--- src/tmr_pkg.sv ---
// Package of register map, field positions and timing constants for the 8-bit timer
package tmr_pkg;
  // Register indices as printed; byte address is four times the index
  localparam logic [7:0] TMR_IDX_CTRL_B = 8'h25;
  localparam logic [7:0] TMR_IDX_CMP_B = 8'h28;
  localparam logic [7:0] TMR_IDX_MASK = 8'h6e;
  localparam logic [7:0] TMR_IDX_CTRL_A = 8'h24;
  localparam logic [7:0] TMR_IDX_COUNT = 8'h26;
  localparam logic [7:0] TMR_IDX_CMP_A = 8'h27;
  localparam logic [7:0] TMR_IDX_FLAGS = 8'h35;
  localparam logic [7:0] TMR_IDX_IRQ = 8'h3f;
  // Control B fields
  localparam int TMR_FOC_A_BIT = 7;
  localparam int TMR_FOC_B_BIT = 6;
  localparam int TMR_WGM2_BIT = 3;
  localparam logic [7:0] TMR_CTRL_B_WMASK = 8'h0f;
  localparam logic [7:0] TMR_CTRL_A_WMASK = 8'hf3;
  localparam logic [7:0] TMR_IRQ_WMASK = 8'h07;
  // Flag and enable positions
  localparam int TMR_OVF_BIT = 0;
  localparam int TMR_CMPA_BIT = 1;
  localparam int TMR_CMPB_BIT = 2;
  localparam logic [7:0] TMR_RESET_VAL = 8'h00;
  localparam logic [7:0] TMR_MAX = 8'hff;
  localparam logic [7:0] TMR_BOTTOM = 8'h00;
  // Prescaler taps
  localparam int TMR_PRE_W = 10;
  localparam logic [9:0] TMR_DIV8_MASK = 10'h007;
  localparam logic [9:0] TMR_DIV64_MASK = 10'h03f;
  localparam logic [9:0] TMR_DIV256_MASK = 10'h0ff;
  localparam logic [9:0] TMR_DIV1024_MASK = 10'h3ff;

  typedef enum logic [2:0] {
    TMR_CS_STOP = 3'h0, TMR_CS_DIV1 = 3'h1, TMR_CS_DIV8 = 3'h2, TMR_CS_DIV64 = 3'h3,
    TMR_CS_DIV256 = 3'h4, TMR_CS_DIV1024 = 3'h5, TMR_CS_EXT_FALL = 3'h6, TMR_CS_EXT_RISE = 3'h7
  } tmr_cs_e;

  typedef enum logic [2:0] {
    TMR_WM_NORMAL = 3'h0, TMR_WM_PC_FF = 3'h1, TMR_WM_CTC = 3'h2, TMR_WM_FAST_FF = 3'h3,
    TMR_WM_RES4 = 3'h4, TMR_WM_PC_OCA = 3'h5, TMR_WM_RES6 = 3'h6, TMR_WM_FAST_OCA = 3'h7
  } tmr_wm_e;

  typedef struct packed {
    logic [1:0] com_a;
    logic [1:0] com_b;
    logic [2:0] wave_mode_select;
    logic [2:0] clock_source_select;
  } tmr_cfg_s;

  typedef struct packed {
    logic [7:0] paddr;
    logic pwrite;
    logic [31:0] pwdata;
  } tmr_req_s;
endpackage : tmr_pkg

--- src/tmr_top.sv ---
// Top of the 8-bit timer/counter: APB registers, counter, compare and flags
//
// What this block does
// RQ1: Force bit A in non-PWM mode applies compare action to output A.
// RQ2: Force bit B in non-PWM mode applies compare action to output B.
// RQ3: Forced strobes never set flags nor clear the counter in CTC.
// RQ4: Force bits are strobes, store nothing, always read zero.
// RQ5: Software keeps force bits zero when writing in PWM modes.
// RQ6: Clock select picks stop, clk, clk/8/64/256/1024, or pin fall/rise.
// RQ7: Pin edges count even when that pin is an output.
// RQ8: Reserved bits of control B, mask and flags ignore writes, read zero.
// RQ9: Counter register is directly readable and writable.
// RQ10: Counter write blocks the compare match on the next tick.
// RQ11: Both compare registers are compared continuously with the counter.
// RQ12: Flag bit 2 sets on compare B match.
// RQ13: Flag bit 1 sets on compare A match.
// RQ14: Flag bit 0 sets on overflow, point depending on waveform mode.
// RQ15: Flags clear by hardware when their vector is taken.
// RQ16: Writing one clears a flag; zero leaves it.
// RQ17: Mask enables bits 2..0; request needs enable, flag and global bit.
// RQ18: Wave mode picks normal, phase-correct, CTC or fast PWM and top.
// RQ19: Non-PWM compare codes: disconnect, toggle, clear, set.
// RQ20: Each tick advances the counter; normal mode wraps max to zero.
`timescale 1ns/1ps
`default_nettype none
module tmr_top (
  input wire logic pclk,
  input wire logic presetn,
  input wire logic psel,
  input wire logic penable,
  input wire logic pwrite,
  input wire logic [9:0] paddr,
  input wire logic [31:0] pwdata,
  output logic [31:0] prdata,
  output logic pready,
  output logic pslverr,
  input wire logic ext_count_pin,
  input wire logic cpu_global_irq_en,
  input wire logic [2:0] vector_ack,
  output logic wave_out_a,
  output logic wave_out_b,
  output logic [2:0] irq_req
);
  import tmr_pkg::*;

  logic [7:0] ctrl_a_r;
  logic [7:0] ctrl_b_r;
  logic [7:0] counter_value_r;
  logic [7:0] cmp_a_r;
  logic [7:0] cmp_b_r;
  logic [7:0] cmp_a_buf_r;
  logic [7:0] cmp_b_buf_r;
  logic [2:0] mask_r;
  logic [2:0] flags_r;
  logic block_r;
  logic down_r;
  logic force_a;
  logic force_b;
  logic tick;
  logic [7:0] top;
  logic [7:0] cnt_nxt;
  logic down_nxt;
  logic match_a;
  logic match_b;
  logic ovf;
  logic acc;
  logic wr;
  logic rd;
  logic map_hit;
  logic cnt_wr;
  logic [7:0] idx;
  logic [7:0] rdata;
  tmr_cfg_s cfg;
  tmr_wm_e mode;
  logic wave_a;
  logic wave_b;

  function automatic logic hit(input logic [7:0] a, input logic [7:0] b);
    hit = a == b;
  endfunction : hit

  function automatic logic is_pwm(input tmr_wm_e m);
    is_pwm = !(m == TMR_WM_NORMAL || m == TMR_WM_CTC);
  endfunction : is_pwm

  assign idx = paddr[9:2];
  assign acc = psel && penable;
  assign wr = acc && pwrite;
  assign rd = acc && !pwrite;
  assign cfg = '{com_a: ctrl_a_r[7:6], com_b: ctrl_a_r[5:4],
                 wave_mode_select: {ctrl_b_r[TMR_WGM2_BIT], ctrl_a_r[1:0]},
                 clock_source_select: ctrl_b_r[2:0]};
  assign mode = tmr_wm_e'(cfg.wave_mode_select);
  assign cnt_wr = wr && hit(idx, TMR_IDX_COUNT);

  always_comb begin
    map_hit = hit(idx, TMR_IDX_CTRL_A) || hit(idx, TMR_IDX_CTRL_B) ||
              hit(idx, TMR_IDX_COUNT) || hit(idx, TMR_IDX_CMP_A) ||
              hit(idx, TMR_IDX_CMP_B) || hit(idx, TMR_IDX_MASK) ||
              hit(idx, TMR_IDX_FLAGS);
  end

  // Force strobes decoded straight off the write, never stored
  assign force_a = wr && hit(idx, TMR_IDX_CTRL_B) && pwdata[TMR_FOC_A_BIT] && !is_pwm(mode); // RQ1 RQ4
  assign force_b = wr && hit(idx, TMR_IDX_CTRL_B) && pwdata[TMR_FOC_B_BIT] && !is_pwm(mode); // RQ2 RQ4

  tmr_prescale u_pre (
    .pclk(pclk),
    .presetn(presetn),
    .clock_source_select(cfg.clock_source_select),
    .ext_count_pin(ext_count_pin),
    .tick(tick)
  );

  // Top is fixed 0xff or compare A, per mode
  always_comb begin
    unique case (mode) // RQ18
      TMR_WM_CTC, TMR_WM_PC_OCA, TMR_WM_FAST_OCA: top = cmp_a_r;
      default: top = TMR_MAX;
    endcase
  end

  // Matches are qualified by the tick and the write-block flag
  assign match_a = tick && !block_r && hit(counter_value_r, cmp_a_r); // RQ10 RQ11
  assign match_b = tick && !block_r && hit(counter_value_r, cmp_b_r); // RQ10 RQ11

  always_comb begin
    cnt_nxt = counter_value_r;
    down_nxt = down_r;
    ovf = 1'b0;
    if (tick) begin
      unique case (mode)
        TMR_WM_PC_FF, TMR_WM_PC_OCA: begin
          if (!down_r && counter_value_r >= top) begin
            down_nxt = 1'b1;
            cnt_nxt = counter_value_r - 8'h01;
          end else if (down_r && counter_value_r == TMR_BOTTOM) begin
            down_nxt = 1'b0;
            cnt_nxt = counter_value_r + 8'h01;
            ovf = 1'b1; // RQ14
          end else begin
            cnt_nxt = down_r ? counter_value_r - 8'h01 : counter_value_r + 8'h01;
          end
        end
        TMR_WM_CTC: begin
          // Only a real match clears; a forced strobe never does
          cnt_nxt = match_a ? TMR_BOTTOM : counter_value_r + 8'h01; // RQ3
          ovf = counter_value_r == TMR_MAX; // RQ14
        end
        TMR_WM_FAST_OCA: begin
          cnt_nxt = (counter_value_r >= top) ? TMR_BOTTOM : counter_value_r + 8'h01;
          ovf = counter_value_r == top; // RQ14
        end
        default: begin
          cnt_nxt = counter_value_r + 8'h01; // RQ20
          ovf = counter_value_r == TMR_MAX; // RQ14
        end
      endcase
    end
  end

  always_ff @(posedge pclk or negedge presetn) begin
    if (!presetn) begin
      counter_value_r <= TMR_RESET_VAL;
      down_r <= 1'b0;
    end else if (cnt_wr) begin
      counter_value_r <= pwdata[7:0]; // RQ9
      down_r <= down_r;
    end else begin
      counter_value_r <= cnt_nxt;
      down_r <= is_pwm(mode) ? down_nxt : 1'b0;
    end
  end

  // Held from the write until the following tick has been consumed
  always_ff @(posedge pclk or negedge presetn) begin
    if (!presetn) begin
      block_r <= 1'b0;
    end else if (cnt_wr) begin
      block_r <= 1'b1; // RQ10
    end else if (tick) begin
      block_r <= 1'b0;
    end
  end

  // PWM modes update compares at top or bottom; others at once
  always_ff @(posedge pclk or negedge presetn) begin
    if (!presetn) begin
      cmp_a_r <= TMR_RESET_VAL;
      cmp_b_r <= TMR_RESET_VAL;
    end else if (!is_pwm(mode) || (tick && ((mode == TMR_WM_FAST_OCA) ?
                 counter_value_r == TMR_BOTTOM : counter_value_r == top))) begin
      cmp_a_r <= cmp_a_buf_r; // RQ18
      cmp_b_r <= cmp_b_buf_r;
    end
  end

  always_ff @(posedge pclk or negedge presetn) begin
    if (!presetn) begin
      ctrl_a_r <= TMR_RESET_VAL;
      ctrl_b_r <= TMR_RESET_VAL;
      cmp_a_buf_r <= TMR_RESET_VAL;
      cmp_b_buf_r <= TMR_RESET_VAL;
      mask_r <= 3'h0;
    end else if (wr) begin
      if (hit(idx, TMR_IDX_CTRL_A)) ctrl_a_r <= pwdata[7:0] & TMR_CTRL_A_WMASK;
      if (hit(idx, TMR_IDX_CTRL_B)) ctrl_b_r <= pwdata[7:0] & TMR_CTRL_B_WMASK; // RQ4 RQ8
      if (hit(idx, TMR_IDX_CMP_A)) cmp_a_buf_r <= pwdata[7:0];
      if (hit(idx, TMR_IDX_CMP_B)) cmp_b_buf_r <= pwdata[7:0];
      if (hit(idx, TMR_IDX_MASK)) mask_r <= pwdata[2:0] & TMR_IRQ_WMASK[2:0]; // RQ8 RQ17
    end
  end

  // Hardware set beats any clear in the same cycle
  always_ff @(posedge pclk or negedge presetn) begin
    if (!presetn) begin
      flags_r <= 3'h0;
    end else begin
      for (int i = 0; i < 3; i++) begin
        if ((i == TMR_OVF_BIT && ovf) || (i == TMR_CMPA_BIT && match_a) ||
            (i == TMR_CMPB_BIT && match_b)) begin
          flags_r[i] <= 1'b1; // RQ12 RQ13 RQ14
        end else if (vector_ack[i] ||
                     (wr && hit(idx, TMR_IDX_FLAGS) && pwdata[i])) begin
          flags_r[i] <= 1'b0; // RQ15 RQ16
        end
      end
    end
  end

  tmr_wave u_wave_a (
    .pclk(pclk),
    .presetn(presetn),
    .com(cfg.com_a),
    .mode(cfg.wave_mode_select),
    .match(match_a),
    .force_cmp(force_a),
    .at_bottom(tick && counter_value_r == TMR_BOTTOM),
    .at_top(tick && counter_value_r == top),
    .down(down_r),
    .is_top_reg(1'b0),
    .wave_r(wave_a)
  );

  tmr_wave u_wave_b (
    .pclk(pclk),
    .presetn(presetn),
    .com(cfg.com_b),
    .mode(cfg.wave_mode_select),
    .match(match_b),
    .force_cmp(force_b),
    .at_bottom(tick && counter_value_r == TMR_BOTTOM),
    .at_top(tick && counter_value_r == top),
    .down(down_r),
    .is_top_reg(mode[2] && hit(cmp_b_r, top)),
    .wave_r(wave_b)
  );

  always_comb begin
    rdata = 8'h00;
    if (hit(idx, TMR_IDX_CTRL_A)) rdata = ctrl_a_r;
    if (hit(idx, TMR_IDX_CTRL_B)) rdata = ctrl_b_r & TMR_CTRL_B_WMASK; // RQ4 RQ8
    if (hit(idx, TMR_IDX_COUNT)) rdata = counter_value_r; // RQ9
    if (hit(idx, TMR_IDX_CMP_A)) rdata = cmp_a_buf_r;
    if (hit(idx, TMR_IDX_CMP_B)) rdata = cmp_b_buf_r;
    if (hit(idx, TMR_IDX_MASK)) rdata = {5'h00, mask_r}; // RQ8
    if (hit(idx, TMR_IDX_FLAGS)) rdata = {5'h00, flags_r}; // RQ8
  end

  // Zero-wait slave: pready is a flop high during each access phase
  always_ff @(posedge pclk or negedge presetn) begin
    if (!presetn) begin
      prdata <= 32'h0000_0000;
      pready <= 1'b0;
      pslverr <= 1'b0;
    end else begin
      pready <= psel && !penable;
      pslverr <= psel && !penable && !map_hit;
      prdata <= (psel && !penable && !pwrite) ? {24'h00_0000, rdata} : 32'h0000_0000;
    end
  end

  always_ff @(posedge pclk or negedge presetn) begin
    if (!presetn) begin
      irq_req <= 3'h0;
      wave_out_a <= 1'b0;
      wave_out_b <= 1'b0;
    end else begin
      irq_req <= flags_r & mask_r & {3{cpu_global_irq_en}}; // RQ17
      wave_out_a <= wave_a;
      wave_out_b <= wave_b;
    end
  end

  logic unused_ok;
  assign unused_ok = rd;
endmodule : tmr_top
`default_nettype wire

--- src/tmr_prescale.sv ---
// Prescaler and clock-source selection producing a one-cycle timer tick
`timescale 1ns/1ps
`default_nettype none
module tmr_prescale (
  input wire logic pclk,
  input wire logic presetn,
  input wire logic [2:0] clock_source_select,
  input wire logic ext_count_pin,
  output logic tick
);
  import tmr_pkg::*;

  logic [TMR_PRE_W-1:0] pre_r;
  logic sync1_r;
  logic sync2_r;
  logic sync3_r;

  always_ff @(posedge pclk or negedge presetn) begin
    if (!presetn) begin
      pre_r <= '0;
    end else begin
      pre_r <= pre_r + 10'h001;
    end
  end

  // Pin sampled regardless of its direction, so software can toggle it to count
  always_ff @(posedge pclk or negedge presetn) begin
    if (!presetn) begin
      sync1_r <= 1'b0;
      sync2_r <= 1'b0;
      sync3_r <= 1'b0;
    end else begin
      sync1_r <= ext_count_pin; // RQ7
      sync2_r <= sync1_r;
      sync3_r <= sync2_r;
    end
  end

  always_comb begin
    unique case (tmr_cs_e'(clock_source_select)) // RQ6
      TMR_CS_STOP: tick = 1'b0;
      TMR_CS_DIV1: tick = 1'b1;
      TMR_CS_DIV8: tick = (pre_r & TMR_DIV8_MASK) == TMR_DIV8_MASK;
      TMR_CS_DIV64: tick = (pre_r & TMR_DIV64_MASK) == TMR_DIV64_MASK;
      TMR_CS_DIV256: tick = (pre_r & TMR_DIV256_MASK) == TMR_DIV256_MASK;
      TMR_CS_DIV1024: tick = pre_r == TMR_DIV1024_MASK;
      TMR_CS_EXT_FALL: tick = sync3_r & ~sync2_r;
      TMR_CS_EXT_RISE: tick = ~sync3_r & sync2_r;
    endcase
  end
endmodule : tmr_prescale
`default_nettype wire

--- src/tmr_wave.sv ---
// Compare-output action unit for one waveform channel
`timescale 1ns/1ps
`default_nettype none
module tmr_wave (
  input wire logic pclk,
  input wire logic presetn,
  input wire logic [1:0] com,
  input wire logic [2:0] mode,
  input wire logic match,
  input wire logic force_cmp,
  input wire logic at_bottom,
  input wire logic at_top,
  input wire logic down,
  input wire logic is_top_reg,
  output logic wave_r
);
  import tmr_pkg::*;

  logic nonpwm;
  logic fast;
  assign nonpwm = (mode == TMR_WM_NORMAL) || (mode == TMR_WM_CTC);
  assign fast = (mode == TMR_WM_FAST_FF) || (mode == TMR_WM_FAST_OCA);

  always_ff @(posedge pclk or negedge presetn) begin
    if (!presetn) begin
      wave_r <= 1'b0;
    end else if (nonpwm) begin
      if (match || force_cmp) begin // RQ1 RQ2 RQ19
        unique case (com)
          2'b00: wave_r <= wave_r;
          2'b01: wave_r <= ~wave_r;
          2'b10: wave_r <= 1'b0;
          2'b11: wave_r <= 1'b1;
        endcase
      end
    end else if (com[1]) begin
      // In fast PWM a match with is_top_reg set (compare B equal to a compare-A top) is ignored; only the period edge acts then
      if (fast) begin
        if (at_bottom) wave_r <= ~com[0];
        else if (match && !is_top_reg) wave_r <= com[0];
      end else if (match && !(is_top_reg && !at_top)) begin
        wave_r <= down ? ~com[0] : com[0];
      end
    end else if (com[0] && mode[2] && match) begin
      wave_r <= ~wave_r;
    end
  end
endmodule : tmr_wave
`default_nettype wire

--- config.mk ---
export PLATFORM = sky130hd
export DESIGN_NAME = tmr_top
export DESIGN_NICKNAME = d
export VERILOG_FILES = /design/src/tmr_pkg.sv /design/src/tmr_top.sv /design/src/tmr_prescale.sv /design/src/tmr_wave.sv
export SDC_FILE = /design/constraint.sdc
export NUM_CORES = 1
export LEC_CHECK = 0
export ABC_AREA = 1
export BUFFER_PORTS_ARGS = -buffer_cell sky130_fd_sc_hd__buf_2
export CAP_MARGIN = 20
export CORE_UTILIZATION = 30
export DETAILED_ROUTE_END_ITERATION = 6
export SLEW_MARGIN = 5
export SYNTH_ARGS = -nofsm -noshare
export SYNTH_HDL_FRONTEND = slang
export SYNTH_HIERARCHICAL = 1
export SYNTH_SLANG_ARGS = --single-unit
--- constraint.sdc ---
create_clock -name pclk -period 3.8 [get_ports pclk]
set_input_delay 0.76 -clock pclk [delete_from_list [all_inputs] [get_ports pclk]]
set_output_delay 0.76 -clock pclk [all_outputs]
set_load 0.01 [all_outputs]
==> impl_table.tex <==
\begin{tabular}{lr}
\hline
Metric & Value \\
\hline
\multicolumn{2}{l}{\textbf{Timing}} \\
Number of hold violations in the final report & 0 \\
Final total negative setup slack & 0 ns \\
Post-layout minimum cycle time & 3.425 ns \\
Setup violations, final & 0 \\
Fraction of the cycle the final worst path needs & 90.14\% \\
Setup clock skew after layout & 0.01093 ns \\
Actual transition at the worst max-transition pin & 0.6700 ns \\
Highest Clock Rate & 292.0 MHz \\
Max-slew violations & 0 \\
Unrepaired setup endpoints after global routing & false \\
Max-Slew Margin vs Limit & 54.99\% \\
\multicolumn{2}{l}{\textbf{Logic synthesis}} \\
Mean area per synthesized cell & 6.995 µm² \\
Netlist area before placement & 5771 µm² \\
Largest cells by area after synthesis & sky130\_fd\_sc\_hd\_\_dfrtp\_1 (38\%), sky130\_fd\_sc\_hd\_\_nand2\_1 (16\%), sky130\_fd\_sc\_hd\_\_inv\_1 (7.0\%), sky130\_fd\_sc\_hd\_\_nand3\_1 (6.0\%), sky130\_fd\_sc\_hd\_\_o21ai\_0 (5.8\%) \\
Combinational family with the most area after synthesis & simple AND/OR/NAND/NOR gates \\
Register area share after synthesis & 38.16\% \\
Cell type with the largest total area after synthesis & sky130\_fd\_sc\_hd\_\_dfrtp\_1 \\
Leading cell type by number of instances after synthesis & sky130\_fd\_sc\_hd\_\_nand2\_1 \\
Predominant post-synthesis flop cell & sky130\_fd\_sc\_hd\_\_dfrtp\_1 \\
Number of flip-flops and latches in the synthesized netlist & 88 \\
Synth Area in XOR/XNOR & 3.794\% \\
YS warnings & 6 \\
Async set-or-reset flop fraction in the synthesized netlist & 100.0\% \\
Fraction of the mapped netlist area in compound gates & 10.52\% \\
Mapped Cells & 825 \\
Number of synthesized flops with an enable pin & 0 \\
Adder-cell share of the synthesized area & 2.602\% \\
Number of distinct library cell variants in the gate-level netlist after synthesis & 45 \\
Cell types with the highest counts after synthesis & sky130\_fd\_sc\_hd\_\_nand2\_1 (248), sky130\_fd\_sc\_hd\_\_inv\_1 (108), sky130\_fd\_sc\_hd\_\_dfrtp\_1 (88) \\
Synth Area in Simple Gates & 32.59\% \\
Area fraction of the dominant cell type after synthesis & 38.16\% \\
Fraction of synthesized area in multiplexers & 0\% \\
\multicolumn{2}{l}{\textbf{GRT}} \\
Met3 Track Usage GR & 2.208\% \\
Met1 usage in global routing & 22.92\% \\
Met2 track utilization from global routing & 28.04\% \\
First-pass GRT wire length & 26100 µm \\
Most crowded layer after global routing & met2 \\
Maximum number of pins on one net before global-route repair & 51 \\
Number of global-route vias before repair & 4904 \\
Sum of overflow across all layers after global routing & 0 \\
Overall Global Routing Usage & 17.01\% \\
Antenna violations before repair & 0 \\
\multicolumn{2}{l}{\textbf{Clock tree}} \\
Number of CTS-inserted buffers & 9 \\
Clock-pin slew on the worst setup and hold paths & 0.07 ns \\
Post-CTS repair timing setup buffer count & 0 \\
Number of hold buffers added after cts & 0 \\
Clock Tree Buf Depth & 2 \\
CTS sink count & 88 \\
Level count of the clock H-tree & 3 \\
Number of gates resized after CTS & 0 \\
TritonCTS clock tree & yes \\
Skew-Pair Late Insertion Delay & 0.35 ns \\
Clock tree root driver cell & sky130\_fd\_sc\_hd\_\_clkbuf\_16 \\
\multicolumn{2}{l}{\textbf{Cells and area}} \\
Proportion of layout cells with a drive suffix above 1 & 10.88\% \\
Fill cell total of the finished layout & 2023 \\
Nets@finish & 932 \\
Total inserted antenna cells & 0 \\
Area added between synthesis and finish & 11.75\% \\
\multicolumn{2}{l}{\textbf{Power and ir drop}} \\
Share of total power in the clock network & 37.1\% \\
Overall power & 2.367 mW \\
Switching power as a share of total power & 33.26\% \\
Part of the total power dissipated in sequential elements & 43.6\% \\
Internal power & 1.580 mW \\
Net Sw Power & 0.7875 mW \\
Gate power share & 19.3\% \\
Leakage & 3.322 nW \\
Max VDD drop & 0.2270 mV \\
Power density relative to cell area & 367.1 nW/µm² \\
\multicolumn{2}{l}{\textbf{Routing}} \\
DRT iter0 DRCs & 427 \\
Detailed-routing iteration count for the pre-antenna-repair pass & 6 \\
Antenna viol nets, final & 0 \\
Via-to-Cell Ratio & 4.764 \\
Vias after detailed routing & 5274 \\
Number of design rule violations left after detail routing & 0 \\
Total wire length after detailed routing & 16200 µm \\
Routed length per instance & 14.63 µm \\
\multicolumn{2}{l}{\textbf{Placed design}} \\
Detail Placement HPWL & 12230 µm \\
Final weighted congestion of routability-driven global placement & 0.8871 \\
Count of port buffers added during placement & 40 \\
\multicolumn{2}{l}{\textbf{Outcome}} \\
Result of the run & completed \\
\multicolumn{2}{l}{\textbf{Setup path}} \\
Required time at the worst-slack endpoint & 4.04 ns \\
Reg-to-reg setup timing slack & 0.37 ns \\
CP arrival & 3.66 ns \\
Crit. End Element & register \\
Crit-path max FO & 11 \\
Critical path launch point type & register \\
Class of the most critical setup path & reg -> reg \\
\multicolumn{2}{l}{\textbf{Flow run}} \\
\# Max-Cap Violations & 0 \\
\multicolumn{2}{l}{\textbf{Hold path}} \\
Worst min-delay path class & reg -> reg \\
\multicolumn{2}{l}{\textbf{Floorplanning}} \\
Number of I/O pins & 91 \\
Die height & 140.7 µm \\
Area inside the core boundary & 18770 µm² \\
Die Wd & 140.7 µm \\
Initial cell density of the core & 30.75\% \\
Number of standard-cell rows in the floorplan & 50 \\
Die outline area & 19790 µm² \\
\hline
\end{tabular}
## metrics by stage
stage / hold slack (ns) / area (µm²) / utilization (%) / cells / setup WS (ns)
floorplan: 0.3312 / 5864 / - / 850 / 1.093
detailed placement: 0.3387 / 6152 / 32.78 / 1091 / 0.4497
global placement: 0.3343 / 6152 / 32.78 / 1091 / 0.4522
finish: 0.3512 / 6449 / 34.36 / 1107 / 0.3748
CTS: 0.3545 / 6449 / 34.36 / 1107 / 0.4296
global route: 0.3671 / 6449 / 34.36 / 1107 / 0.01940
## power by group through the flow
stage	clock network, mW	registers (mW)	logic [mW]
after global placement	0	1.05	0.444
after detailed placement	0	1.05	0.450
after floorplan	0	1.00	0.357
after CTS	0.900	1.03	0.453
final	0.877	1.03	0.457
after global routing	0.937	1.04	0.517
## layout by cell type (no fill, tap or decap), types with 4 or more instances in the layout
cell / instances
sky130_fd_sc_hd__buf_4: 11
sky130_fd_sc_hd__nand3_1: 69
sky130_fd_sc_hd__xor2_1: 18
sky130_fd_sc_hd__nand2_2: 10
sky130_fd_sc_hd__inv_1: 108
sky130_fd_sc_hd__o21ai_0: 67
sky130_fd_sc_hd__conb_1: 26
sky130_fd_sc_hd__nand4_1: 7
sky130_fd_sc_hd__nor3_2: 4
sky130_fd_sc_hd__nor3_1: 8
sky130_fd_sc_hd__xnor2_1: 7
sky130_fd_sc_hd__nor2_1: 70
sky130_fd_sc_hd__buf_2: 39
sky130_fd_sc_hd__a21oi_1: 18
sky130_fd_sc_hd__dfrtp_1: 88
sky130_fd_sc_hd__ha_1: 12
sky130_fd_sc_hd__o22ai_1: 6
sky130_fd_sc_hd__nand2_1: 248
sky130_fd_sc_hd__clkbuf_16: 9
## worst paths after layout
path,from,depth (start not counted),endpoint
worst min-delay path,u_pre/sync1_r$_DFF_PN0_,0,u_pre/sync2_r$_DFF_PN0_
worst max-delay path,ctrl_a_r[0]$_DFFE_PN0P_,19,counter_value_r[5]$_DFFE_PN0P_
worst max register to register,ctrl_a_r[0]$_DFFE_PN0P_,19,counter_value_r[5]$_DFFE_PN0P_
min in group asynchronous,presetn,1,u_pre/pre_r[7]$_DFF_PN0_
worst min register to register,u_pre/sync1_r$_DFF_PN0_,0,u_pre/sync2_r$_DFF_PN0_
max in group asynchronous,presetn,2,counter_value_r[0]$_DFFE_PN0P_
## routing by layer
metal  vias up  part of all wire (%)  wire, µm
li1       2654                     -         -
met2       142                    47      7561
met1      2456                    46      7408
met4         0                   2.3       376
met5         -                     0         0
met3        22                   5.2       850
## critical path, stage by stage, from the launching register on
cell and delay [ns]:
sky130_fd_sc_hd__dfrtp_1 0.61, sky130_fd_sc_hd__inv_1 0.18, sky130_fd_sc_hd__nor2_1 0.23, sky130_fd_sc_hd__nor2_2 0.10
sky130_fd_sc_hd__nor2_2 0.44, sky130_fd_sc_hd__nand2_1 0.20, sky130_fd_sc_hd__inv_1 0.11, sky130_fd_sc_hd__ha_1 0.24
sky130_fd_sc_hd__nand2_1 0.08, sky130_fd_sc_hd__nor2_1 0.05, sky130_fd_sc_hd__nand2_1 0.14, sky130_fd_sc_hd__nand2_1 0.07
sky130_fd_sc_hd__nor2_1 0.20, sky130_fd_sc_hd__nand2_1 0.10, sky130_fd_sc_hd__nand2_1 0.16, sky130_fd_sc_hd__nand2_1 0.07
sky130_fd_sc_hd__nand3_1 0.07, sky130_fd_sc_hd__nand3_1 0.12, sky130_fd_sc_hd__nand2_1 0.09, sky130_fd_sc_hd__nand2_1 0.05
## cells by family after synthesis
| kind of cell | count (synthesis) |
|---|---|
| other cells | 1 |
| compound gates | 110 |
| xor+xnor | 25 |
| simple gates | 433 |
| flops | 88 |
| fa+ha+maj | 12 |
| buf+inv | 156 |
## state kept, by name, indices dropped and copies added, names as in the netlist, 3 cells and up
name and count:
irq_req 3, cmp_a_r 8, cmp_b_buf_r 8, mask_r 3, ctrl_b_r 4, cmp_a_buf_r 8, counter_value_r 8, cmp_b_r 8
u_pre/pre_r 10, flags_r 3, prdata 8, ctrl_a_r 6
## layout make-up
cell class	count	area [µm²]	area share, %
flip-flops and latches	88	2202	34.15
clock buffers	9	225.2	3.492
clock inverters	7	71.32	1.106
inverters	113	425.4	6.597
repair buffers	50	277.8	4.307
well taps	234	292.8	4.540
multi-input cells	606	2954	45.81
(Power assumes the default switching activity.)
